File: config.mk
export PLATFORM = sky130hd
export DESIGN_NAME = acs_top
export DESIGN_NICKNAME = d
export VERILOG_FILES = /design/src/rtl/acs_pkg.sv /design/src/rtl/acs_top.sv /design/src/rtl/acs_clkdiv.sv
export SDC_FILE = /design/constraint.sdc
export NUM_CORES = 1
export LEC_CHECK = 0
export BUFFER_PORTS_ARGS = -buffer_cell sky130_fd_sc_hd__buf_2
export CORE_ASPECT_RATIO = 0.9
export CORE_MARGIN = 10
export CORE_UTILIZATION = 50
export CTS_CLUSTER_SIZE = 25
export DETAILED_ROUTE_END_ITERATION = 7
export GPL_TIMING_DRIVEN = 0
export PLACE_DENSITY = 0.72
export REMOVE_ABC_BUFFERS = 1
export SYNTH_ARGS = -nofsm -noshare
export SYNTH_HDL_FRONTEND = slang
export SYNTH_SLANG_ARGS = --single-unit
File: constraint.sdc
create_clock -name clk -period 5.5 [get_ports clk]
set_clock_uncertainty 0.15 [all_clocks]
set_input_delay 0.55 -clock clk [delete_from_list [all_inputs] [get_ports clk]]
set_output_delay 0.55 -clock clk [all_outputs]
set_load 0.005 [all_outputs]
File: src/rtl/acs_pkg.sv
// Package: register map, field layout, reset values and timing of the conversion sequencer
// Operation
// Upper disable bit n governs channel 16+n
// Disabled pin: hi-Z, no input, no pullup
// Disabled in reset or channel all ones
// Idle at lowest power between conversions
// Raw value 12 bits, 9 in 8-bit mode
// Round to 10 or 8 bits, store
// Set flag; interrupt if enable high then
// Compare enable checks every result
// Four clock sources, bus clock after reset
// Halved bus plus divider reaches 16
// Async clock keeps running in wait, stop3
// Divider ratios 1, 2, 4 or 8
// Hardware trigger rising edge starts conversion
// Trigger edge ignored while converting
// Continuous hardware: only first edge counts
// Software write, channel not ones, starts
// Continuous restarts after each transfer
// High read, low unread blocks transfer
// Blocked transfer restarts, except compare miss single
// Software avoids result reads during single
// Mode 00 8-bit, 01 12-bit, 10 10-bit
// Register writes, reset, stop abort conversion
// Compare greater-equal or less; miss transfers nothing
// Sample 3.5 or 23.5 converter cycles; the code samples for 4 or 24 whole converter cycles
// High read arms block, low read clears
package acs_pkg;
  localparam logic [7:0] ADDR_SC1 = 8'h00;
  localparam logic [7:0] ADDR_SC2 = 8'h04;
  localparam logic [7:0] ADDR_RESH = 8'h08;
  localparam logic [7:0] ADDR_RESL = 8'h0C;
  localparam logic [7:0] ADDR_CVH = 8'h10;
  localparam logic [7:0] ADDR_CVL = 8'h14;
  localparam logic [7:0] ADDR_CFG = 8'h18;
  localparam logic [7:0] ADDR_PDL = 8'h1C;
  localparam logic [7:0] ADDR_PDM = 8'h20;
  localparam logic [7:0] ADDR_PDU = 8'h24;
  localparam logic [7:0] ADDR_CTL = 8'h28;
  // SC1 fields
  localparam int SC1_CONVERSION_COMPLETE_FLAG = 7;
  localparam int SC1_IEN = 6;
  localparam int SC1_CONT = 5;
  localparam int SC1_CH_LSB = 0;
  localparam logic [4:0] CH_OFF = 5'h1F;
  // SC2 fields
  localparam int SC2_ACT = 7;
  localparam int SC2_TRG = 6;
  localparam int SC2_CMPE = 5;
  localparam int SC2_CMPGT = 4;
  // CFG fields
  localparam int CFG_LPC = 7;
  localparam int CFG_DIV_LSB = 5;
  localparam int CFG_LSMP = 4;
  localparam int CFG_MODE_LSB = 2;
  localparam int CFG_CLK_LSB = 0;
  localparam logic [1:0] MODE_8 = 2'h0;
  localparam logic [1:0] MODE_12 = 2'h1;
  localparam logic [1:0] MODE_10 = 2'h2;
  localparam logic [1:0] CLK_BUS = 2'h0;
  localparam logic [1:0] CLK_BUS2 = 2'h1;
  localparam logic [1:0] CLK_ALT = 2'h2;
  localparam logic [1:0] CLK_ASYNC = 2'h3;
  localparam logic [7:0] SC1_RESET = 8'h1F;
  localparam logic [7:0] REG_RESET = 8'h00;
  // Sample phase in half converter cycles: 3.5 and 23.5 cycles
  localparam logic [5:0] SAMPLE_SHORT_HALVES = 6'h07;
  localparam logic [5:0] SAMPLE_LONG_HALVES = 6'h2F;
  localparam logic [3:0] RAW_BITS = 4'hC;
  localparam logic [3:0] RAW_BITS_8 = 4'h9;
  localparam logic [1:0] RESP_OKAY = 2'h0;
  localparam logic [1:0] RESP_SLVERR = 2'h2;
  typedef struct packed {
    logic [7:0] ch_disable;
  } acs_pins_t;
  typedef enum logic [3:0] {
    ACS_IDLE = 4'h1,
    ACS_SAMPLE = 4'h2,
    ACS_APPROX = 4'h4,
    ACS_DONE = 4'h8
  } acs_state_t;
endpackage

File: src/rtl/acs_top.sv
// Conversion sequencer top: AXI4-Lite registers, triggers, SAR control, result path
`timescale 1ns/1ps
`default_nettype none
module acs_top (
  input wire logic clk,
  input wire logic rst,
  input wire logic ce,
  input wire logic [7:0] s_axi_awaddr,
  input wire logic s_axi_awvalid,
  output logic s_axi_awready,
  input wire logic [31:0] s_axi_wdata,
  input wire logic [3:0] s_axi_wstrb,
  input wire logic s_axi_wvalid,
  output logic s_axi_wready,
  output logic [1:0] s_axi_bresp,
  output logic s_axi_bvalid,
  input wire logic s_axi_bready,
  input wire logic [7:0] s_axi_araddr,
  input wire logic s_axi_arvalid,
  output logic s_axi_arready,
  output logic [31:0] s_axi_rdata,
  output logic [1:0] s_axi_rresp,
  output logic s_axi_rvalid,
  input wire logic s_axi_rready,
  input wire logic hw_trigger_input,
  input wire logic alternate_clock,
  input wire logic async_conversion_clock,
  input wire logic stop_mode,
  input wire logic cmp_bit,
  output logic [4:0] channel_select,
  output logic dac_load,
  output logic [11:0] dac_value,
  output logic sample_enable,
  output logic analog_power,
  output logic low_power_config,
  output logic async_clock_enable,
  output acs_pkg::acs_pins_t upper_pins,
  output logic conversion_complete_irq
);
  logic [7:0] sc1;
  logic [7:0] sc2;
  logic [7:0] cfg;
  logic [7:0] cvh;
  logic [7:0] cvl;
  logic [7:0] pd_low;
  logic [7:0] pd_mid;
  logic [7:0] analog_pin_disable_upper;
  logic [7:0] res_h;
  logic [7:0] res_l;
  logic block_armed;
  logic aw_held;
  logic w_held;
  logic [7:0] aw_addr;
  logic [31:0] w_data;
  logic [3:0] w_strb;
  logic wr_fire;
  logic rd_fire;
  logic abort;
  logic start_sw;
  logic trig_edge;
  logic [2:0] trig_sync;
  logic trig_seen;
  logic converter_clock_tick;
  logic alt_tick;
  logic async_tick;
  logic [2:0] alt_sync;
  logic [2:0] asy_sync;
  acs_pkg::acs_state_t state;
  logic [5:0] half_cnt;
  logic [3:0] bit_idx;
  logic [11:0] sar;
  logic [11:0] rounded;
  logic [12:0] cmp_diff;
  logic cmp_true;
  logic [11:0] cmp_value;
  logic [11:0] trial;
  logic blocked;
  logic ch_off;
  logic [1:0] mode;

  assign ch_off = (sc1[4:0] == acs_pkg::CH_OFF);
  assign mode = cfg[acs_pkg::CFG_MODE_LSB +: 2];
  assign channel_select = sc1[4:0];
  assign low_power_config = cfg[acs_pkg::CFG_LPC];
  assign upper_pins.ch_disable = analog_pin_disable_upper;
  assign conversion_complete_irq = sc1[acs_pkg::SC1_CONVERSION_COMPLETE_FLAG] & sc1[acs_pkg::SC1_IEN];
  assign analog_power = (state != acs_pkg::ACS_IDLE);
  assign sample_enable = (state == acs_pkg::ACS_SAMPLE);
  assign async_clock_enable = (cfg[1:0] == acs_pkg::CLK_ASYNC) & ~ch_off;

  // External clock pins sampled; edges become ticks
  always_ff @(posedge clk) begin
    if (rst) begin
      alt_sync <= 3'h0;
      asy_sync <= 3'h0;
      trig_sync <= 3'h0;
    end else if (ce) begin
      alt_sync <= {alt_sync[1:0], alternate_clock};
      asy_sync <= {asy_sync[1:0], async_conversion_clock};
      trig_sync <= {trig_sync[1:0], hw_trigger_input};
    end
  end
  assign alt_tick = alt_sync[1] & ~alt_sync[2];
  assign async_tick = asy_sync[1] & ~asy_sync[2];
  assign trig_edge = trig_sync[1] & ~trig_sync[2];

  acs_clkdiv u_div (
    .clk(clk),
    .rst(rst),
    .ce(ce),
    .src_sel(cfg[acs_pkg::CFG_CLK_LSB +: 2]),
    .div_sel(cfg[acs_pkg::CFG_DIV_LSB +: 2]),
    .alt_tick(alt_tick),
    .async_tick(async_tick),
    .tick(converter_clock_tick)
  );

  // AXI4-Lite write: address and data taken in either order
  assign s_axi_awready = ~aw_held & ~s_axi_bvalid;
  assign s_axi_wready = ~w_held & ~s_axi_bvalid;
  assign wr_fire = aw_held & w_held & ~s_axi_bvalid;
  always_ff @(posedge clk) begin
    if (rst) begin
      aw_held <= 1'b0;
      w_held <= 1'b0;
      aw_addr <= 8'h00;
      w_data <= 32'h0000_0000;
      w_strb <= 4'h0;
      s_axi_bvalid <= 1'b0;
      s_axi_bresp <= acs_pkg::RESP_OKAY;
    end else if (ce) begin
      if (s_axi_awvalid & s_axi_awready) begin
        aw_held <= 1'b1;
        aw_addr <= s_axi_awaddr;
      end
      if (s_axi_wvalid & s_axi_wready) begin
        w_held <= 1'b1;
        w_data <= s_axi_wdata;
        w_strb <= s_axi_wstrb;
      end
      if (wr_fire) begin
        aw_held <= 1'b0;
        w_held <= 1'b0;
        s_axi_bvalid <= 1'b1;
        s_axi_bresp <= (aw_addr[1:0] == 2'h0 && aw_addr <= acs_pkg::ADDR_CTL) ?
          acs_pkg::RESP_OKAY : acs_pkg::RESP_SLVERR;
      end else if (s_axi_bvalid & s_axi_bready) begin
        s_axi_bvalid <= 1'b0;
      end
    end
  end

  logic wr_lane;
  assign wr_lane = wr_fire & w_strb[0];
  assign start_sw = wr_lane & (aw_addr == acs_pkg::ADDR_SC1)
    & (w_data[4:0] != acs_pkg::CH_OFF) & ~sc2[acs_pkg::SC2_TRG];
  assign abort = (wr_lane & (aw_addr == acs_pkg::ADDR_SC1 || aw_addr == acs_pkg::ADDR_SC2
    || aw_addr == acs_pkg::ADDR_CFG || aw_addr == acs_pkg::ADDR_CVH
    || aw_addr == acs_pkg::ADDR_CVL))
    | (stop_mode & ~async_clock_enable);

  // Read channel: one cycle answer
  assign s_axi_arready = ~s_axi_rvalid;
  assign rd_fire = s_axi_arvalid & s_axi_arready;
  always_ff @(posedge clk) begin
    if (rst) begin
      s_axi_rvalid <= 1'b0;
      s_axi_rdata <= 32'h0000_0000;
      s_axi_rresp <= acs_pkg::RESP_OKAY;
    end else if (ce) begin
      if (rd_fire) begin
        s_axi_rvalid <= 1'b1;
        s_axi_rresp <= acs_pkg::RESP_OKAY;
        case (s_axi_araddr)
          acs_pkg::ADDR_SC1: s_axi_rdata <= {24'h0, sc1};
          acs_pkg::ADDR_SC2: s_axi_rdata <= {24'h0, sc2};
          acs_pkg::ADDR_RESH: s_axi_rdata <= {24'h0, res_h};
          acs_pkg::ADDR_RESL: s_axi_rdata <= {24'h0, res_l};
          acs_pkg::ADDR_CVH: s_axi_rdata <= {24'h0, cvh};
          acs_pkg::ADDR_CVL: s_axi_rdata <= {24'h0, cvl};
          acs_pkg::ADDR_CFG: s_axi_rdata <= {24'h0, cfg};
          acs_pkg::ADDR_PDL: s_axi_rdata <= {24'h0, pd_low};
          acs_pkg::ADDR_PDM: s_axi_rdata <= {24'h0, pd_mid};
          acs_pkg::ADDR_PDU: s_axi_rdata <= {24'h0, analog_pin_disable_upper};
          acs_pkg::ADDR_CTL: s_axi_rdata <= {28'h0, state};
          default: begin
            s_axi_rdata <= 32'h0000_0000;
            s_axi_rresp <= acs_pkg::RESP_SLVERR;
          end
        endcase
      end else if (s_axi_rready) begin
        s_axi_rvalid <= 1'b0;
      end
    end
  end

  // Block latch: high-byte read arms, low-byte read releases
  always_ff @(posedge clk) begin
    if (rst) begin
      block_armed <= 1'b0;
    end else if (ce && rd_fire) begin
      if (s_axi_araddr == acs_pkg::ADDR_RESH) begin
        block_armed <= 1'b1;
      end else if (s_axi_araddr == acs_pkg::ADDR_RESL) begin
        block_armed <= 1'b0;
      end
    end
  end

  // Plain configuration registers
  always_ff @(posedge clk) begin
    if (rst) begin
      sc2 <= acs_pkg::REG_RESET;
      cfg <= acs_pkg::REG_RESET;
      cvh <= acs_pkg::REG_RESET;
      cvl <= acs_pkg::REG_RESET;
      pd_low <= acs_pkg::REG_RESET;
      pd_mid <= acs_pkg::REG_RESET;
      analog_pin_disable_upper <= acs_pkg::REG_RESET;
    end else if (ce) begin
      sc2[acs_pkg::SC2_ACT] <= analog_power;
      if (wr_lane) begin
        case (aw_addr)
          acs_pkg::ADDR_SC2: sc2[6:0] <= w_data[6:0];
          acs_pkg::ADDR_CFG: cfg <= w_data[7:0];
          acs_pkg::ADDR_CVH: cvh <= {4'h0, w_data[3:0]};
          acs_pkg::ADDR_CVL: cvl <= w_data[7:0];
          acs_pkg::ADDR_PDL: pd_low <= w_data[7:0];
          acs_pkg::ADDR_PDM: pd_mid <= w_data[7:0];
          acs_pkg::ADDR_PDU: analog_pin_disable_upper <= w_data[7:0];
          default: ;
        endcase
      end
    end
  end

  // Hardware trigger gating
  always_ff @(posedge clk) begin
    if (rst) begin
      trig_seen <= 1'b0;
    end else if (ce) begin
      if (abort | ~sc1[acs_pkg::SC1_CONT]) begin
        trig_seen <= 1'b0;
      end else if (trig_edge & sc2[acs_pkg::SC2_TRG] & state == acs_pkg::ACS_IDLE) begin
        trig_seen <= 1'b1;
      end
    end
  end
  logic start_hw;
  assign start_hw = trig_edge & sc2[acs_pkg::SC2_TRG] & ~ch_off
    & (state == acs_pkg::ACS_IDLE) & ~trig_seen & ~abort;

  // Rounding and compare
  always_comb begin
    trial = (sar | (12'(cmp_bit) << bit_idx)) | (12'h001 << (bit_idx - 4'h1));
    case (mode)
      acs_pkg::MODE_10: rounded = {2'h0, 10'((sar + 12'h002) >> 2)};
      acs_pkg::MODE_8: rounded = {4'h0, 8'((sar[8:0] + 9'h001) >> 1)};
      default: rounded = sar;
    endcase
    cmp_value = {cvh[3:0], cvl};
    cmp_diff = {1'b0, rounded} + {1'b0, ~cmp_value} + 13'h0001;
    cmp_true = sc2[acs_pkg::SC2_CMPGT] ? cmp_diff[12] : ~cmp_diff[12];
  end
  assign blocked = block_armed & (mode != acs_pkg::MODE_8);

  // Sequencer
  always_ff @(posedge clk) begin
    if (rst) begin
      state <= acs_pkg::ACS_IDLE;
      half_cnt <= 6'h00;
      bit_idx <= 4'h0;
      sar <= 12'h000;
      dac_load <= 1'b0;
      dac_value <= 12'h000;
    end else if (ce) begin
      dac_load <= 1'b0;
      if (abort & ~start_sw) begin
        state <= acs_pkg::ACS_IDLE;
      end else if (start_sw | start_hw) begin
        state <= acs_pkg::ACS_SAMPLE;
        half_cnt <= 6'h00;
      end else if (ch_off) begin
        state <= acs_pkg::ACS_IDLE;
      end else begin
        case (state)
          acs_pkg::ACS_IDLE: ;
          acs_pkg::ACS_SAMPLE: if (converter_clock_tick) begin
            half_cnt <= half_cnt + 6'h02;
            if (half_cnt + 6'h02 >= (cfg[acs_pkg::CFG_LSMP] ? acs_pkg::SAMPLE_LONG_HALVES
                : acs_pkg::SAMPLE_SHORT_HALVES)) begin
              state <= acs_pkg::ACS_APPROX;
              bit_idx <= (mode == acs_pkg::MODE_8) ? acs_pkg::RAW_BITS_8 - 4'h1
                : acs_pkg::RAW_BITS - 4'h1;
              sar <= 12'h000;
              // Trials left-aligned so the comparator sees one full scale
              dac_value <= 12'h800;
              dac_load <= 1'b1;
            end
          end
          acs_pkg::ACS_APPROX: if (converter_clock_tick) begin
            sar[bit_idx] <= cmp_bit;
            if (bit_idx == 4'h0) begin
              state <= acs_pkg::ACS_DONE;
            end else begin
              bit_idx <= bit_idx - 4'h1;
              dac_value <= (mode == acs_pkg::MODE_8) ? (trial << 3) : trial;
              dac_load <= 1'b1;
            end
          end
          acs_pkg::ACS_DONE: begin
            if (sc2[acs_pkg::SC2_CMPE] & ~cmp_true & ~sc1[acs_pkg::SC1_CONT]) begin
              state <= acs_pkg::ACS_IDLE;
            end else if (blocked | sc1[acs_pkg::SC1_CONT]
                | (sc2[acs_pkg::SC2_CMPE] & ~cmp_true)) begin
              state <= acs_pkg::ACS_SAMPLE;
              half_cnt <= 6'h00;
            end else begin
              state <= acs_pkg::ACS_IDLE;
            end
          end
          default: state <= acs_pkg::ACS_IDLE;
        endcase
      end
    end
  end

  // Result transfer and status control one
  logic xfer;
  assign xfer = (state == acs_pkg::ACS_DONE) & ~abort & ~ch_off & ~blocked
    & (~sc2[acs_pkg::SC2_CMPE] | cmp_true);
  always_ff @(posedge clk) begin
    if (rst) begin
      sc1 <= acs_pkg::SC1_RESET;
      res_h <= acs_pkg::REG_RESET;
      res_l <= acs_pkg::REG_RESET;
    end else if (ce) begin
      if (wr_lane & (aw_addr == acs_pkg::ADDR_SC1)) begin
        sc1 <= {1'b0, w_data[6:0]};
      end else if (rd_fire & (s_axi_araddr == acs_pkg::ADDR_RESL)) begin
        sc1[acs_pkg::SC1_CONVERSION_COMPLETE_FLAG] <= 1'b0;
      end
      if (xfer) begin
        sc1[acs_pkg::SC1_CONVERSION_COMPLETE_FLAG] <= 1'b1;
        if (sc2[acs_pkg::SC2_CMPE]) begin
          res_h <= {4'h0, cmp_diff[11:8]};
          res_l <= cmp_diff[7:0];
        end else begin
          res_h <= (mode == acs_pkg::MODE_8) ? res_h : {4'h0, rounded[11:8]};
          res_l <= rounded[7:0];
        end
      end
    end
  end
endmodule
`default_nettype wire

File: src/rtl/acs_clkdiv.sv
// Converter clock tick generator: source select and divide
`timescale 1ns/1ps
`default_nettype none
module acs_clkdiv (
  input wire logic clk,
  input wire logic rst,
  input wire logic ce,
  input wire logic [1:0] src_sel,
  input wire logic [1:0] div_sel,
  input wire logic alt_tick,
  input wire logic async_tick,
  output logic tick
);
  logic half;
  logic src_tick;
  logic [2:0] cnt;
  logic [2:0] limit;
  always_comb begin
    case (src_sel)
      acs_pkg::CLK_BUS: src_tick = 1'b1;
      acs_pkg::CLK_BUS2: src_tick = half;
      acs_pkg::CLK_ALT: src_tick = alt_tick;
      default: src_tick = async_tick;
    endcase
    limit = 3'((4'h1 << div_sel) - 4'h1);
  end
  always_ff @(posedge clk) begin
    if (rst) begin
      half <= 1'b0;
    end else if (ce) begin
      half <= ~half;
    end
  end
  always_ff @(posedge clk) begin
    if (rst) begin
      cnt <= 3'h0;
      tick <= 1'b0;
    end else if (ce) begin
      tick <= 1'b0;
      if (src_tick) begin
        if (cnt >= limit) begin
          cnt <= 3'h0;
          tick <= 1'b1;
        end else begin
          cnt <= cnt + 3'h1;
        end
      end
    end
  end
endmodule
`default_nettype wire

==> results by group <==
Setup path
  • Worst path top cell family by delay: compound AO/OA/AOI/OAI gates
  • WP buf/inv: 1
  • CP max-delay cell: dfxtp_1
  • Critical Path RT: approximately 5.7 ns
  • Crit path top cell by count: nor2_1
  • WP data arrival: 5.22 ns
  • Startpoint types: flip-flop
  • Reg-to-reg startpoint: cfg[3]$_SDFFE_PP0P_
  • Setup crit start: cfg[3]$_SDFFE_PP0P_
  • Worst Setup Path Type: reg2reg
  • CP peak stage delay: 0.92 ns
  • Worst-path cell chain: mux2i_1 > nor2_1 > a21oi_1 > ha_1 > inv_1 > fa_1 > a211oi_1 > o211ai_1 > a211o_1 > a31oi_2 > a21boi_1 > nor2_1 > a311oi_1
  • CP max FO: 25
  • CP Capture Type: flip-flop

STA
  • Setup violations, final: 0
  • Worst hold slack: 0.2079 ns
  • Post-layout min period: 5.041 ns
  • Worst slew margin: 0.1545
  • Hold Violations, Final: 0
  • Setup_tns: 0 ns
  • Period utilization: 0.9166
  • RSZ-0062 raised after global routing: false
  • Fmax: approximately 200 MHz
  • Slew @ Worst Pin: 1.267 ns
  • Count of pins over their slew limit: 0

Logic synthesis
  • FFs w/ async S/R, synth: 0
  • Netlist cell types: roughly 80
  • #FFs+latches synth: approximately 160
  • EDFF count, synth: 0
  • Synth warnings: 0
  • Dominant synthesized flop cell: dfxtp_1
  • Post-synthesis cell area: 8876 µm²
  • Post-Syn Instances: roughly 1,100
  • Post-synthesis sequential area ratio: 0.3541
  • Synth top area cells: dfxtp_1 35%, mux2i_1 8.5%, nor2_1 6.1%
  • Leading area contributor after synthesis: dfxtp_1
  • Top-area cell type share of the netlist area: 0.3541
  • Syn Area/Cell: just over 8 µm²

Drt
  • Vias per std cell: between 5 and 6
  • WL per Instance: between 15 and 20 µm
  • Drt first pass iters: 7
  • Vias: 8,157
  • # DRC: 0
  • DRT iter0 DRCs: 715
  • Drt total wl: between 20,000 and 30,000 µm
  • Final ANT Viol Nets: 0

Global routing
  • Gr ovfl total: 0
  • First-pass GRT wire length: a little over 40,000 µm
  • Initial antenna violation count: 0
  • Global Route Usage Sum: 0.2110
  • Largest net degree at the start of global routing: 90
  • Vias in the first global route: 7,853

Power and ir drop
  • Worst VDD drop: 0.2644 mV
  • Leakage: 3.802 nW
  • Pwr Density: ~250 nW/µm²

Flow run
  • MaxCap Viol Count: 0

Die
  • Die ar.: ~23,000 µm²
  • Core area: 17,550 µm²
  • # rows: 46
  • Total I/O pin count: 137
  • Starting Density: 0.5056
  • Die Ht: 146.4 µm
  • Die outline width: 160.4 µm

Worst hold path
  • Hold crit path type: in2reg
  • HP Start: s_axi_awaddr[0]

CTS
  • Clock Sinks: 157
  • Total CTS buffers: 17
  • Setup Fix Bufs, Post-CTS: 0
  • CTS tree: built
  • Hold buffer count at cts: 0
  • Worst-Skew Late Latency: approximately 0.43 ns
  • Root buf cell: clkbuf_16
  • H-tree Lvls: 4
  • Post-CTS Resized: 0
  • Clock transition at path regs: ~0.060 ns
  • Maximum buffer depth of the clock tree: 2

Status
  • Status: completed

Finish
  • Diodes inserted: 0
  • Area grow syn2layout: 10.88%
  • Layout cell share with drive strength beyond 1: 0.1326
  • Nets: 1,220
  • Top Registers: dac_value (12), sar (12)

Place
  • PortBufs: 83
  • Placer's final routability congestion estimate: 0.9297
  • Post-DP HPWL: 17,740 µm
## worst paths after layout
check,endpoint,slack (ns),depth (start not counted)
worst min register to register,s_axi_rdata[1]$_SDFFE_PP0P_,0.30,2
worst min-delay path,aw_addr[0]$_SDFFE_PP0P_,0.21,3
worst max register to register,res_h[2]$_SDFFE_PP0P_,0.46,13
worst max-delay path,res_h[2]$_SDFFE_PP0P_,0.46,13
## Yosys cell counts, drive strengths merged, types with 6 or more instances
master   count
dfxtp      157
nor2       150
nand2      121
a21oi       88
mux2i       75
clkbuf      57
inv         39
buf         36
o21ai       34
ha          27
a22oi       26
nand3       26
nor3        19
xnor2       13
o211ai      12
and3        11
nand4       11
xor2        11
nand2b      10
a21o         9
a31o         9
nand3b       9
a211oi       8
a221oi       8
o211a        8
a31oi        7
and2         7
o2bb2ai      7
or4b         7
a221o        6
a222oi       6
or3          6
## worst min-delay path, cell delays in order
cell and delay, ns:
buf_2 0.08, mux2i_1 0.05, nor2_1 0.07
## per-layer routing
metal	GRT usage	up-vias	part of all wire
met3	0.05593	28	0.098
li1	-	3917	-
met1	0.2860	3826	0.45
met2	0.3241	386	0.44
met5	0	-	0
met4	0.05550	0	0.011
## area by class of cell
| cell class | instances | area, µm² |
|---|---|---|
| Sequential cell | 157 | 3143 |
| Clock buffer | 18 | 429.2 |
| Timing Repair Buffer | 85 | 452.9 |
| Inverter | 41 | 153.9 |
| Fill cell | 1684 | 7712 |
| Multi-Input combinational cell | 825 | 5221 |
| Clock inverter | 13 | 141.4 |
| Tap cell | 240 | 300.3 |
## report_power, final
| part | internal (mW) | leakage, nW | switching (mW) |
|---|---|---|---|
| Clock | 0.667 | 0.273 | 0.496 |
| Combinational | 0.0368 | 2.26 | 0.0675 |
| Sequential | 1.15 | 1.27 | 0.0203 |
| Total | 1.85 | 3.80 | 0.583 |
## cells by family (layout without fill, tap and decap cells)
logic type,Yosys count,count (layout),share of synthesized area
adders and majority gates,28,28,0.04032
AOI/OAI and AO/OA,263,263,0.2074
muxes,77,77,0.08712
other,1,26,0.0004225
DFF,157,157,0.3541
buffers and inverters,134,157,0.07020
xor gates and xnor gates,24,24,0.02368
and+or+nand+nor,407,407,0.2168
## cells in the final DEF, fill, tap and decap left out, types with 8 or more instances in the layout
master	instances
a21o_1	9
a21oi_1	88
a22oi_1	26
a31o_2	9
and3_1	11
buf_2	82
clkbuf_16	17
conb_1	26
dfxtp_1	157
ha_1	27
inv_1	39
mux2i_1	75
nand2_1	121
nand2b_1	10
nand3_1	26
nand3b_1	9
nand4_1	11
nor2_1	145
nor3_1	19
o211a_1	8
o211ai_1	12
o21ai_0	30
xnor2_1	13
xor2_1	11
## through the flow
stage / cells / setup slack [ns] / power (mW) / instance area, µm² / utilization
after floorplan: 1023 / 1.281 / 1.238 / 8501 / -
after global placement: 1346 / 0.1344 / 1.292 / 9216 / 0.5250
after CTS: 1379 / 0.5368 / 2.441 / 9842 / 0.5607
after global routing: 1379 / 0.1168 / 2.507 / 9842 / 0.5607
after detailed placement: 1348 / 0.6297 / 1.297 / 9271 / 0.5282
final: 1379 / 0.4588 / 2.437 / 9842 / 0.5607
(Power assumes the default switching activity.)
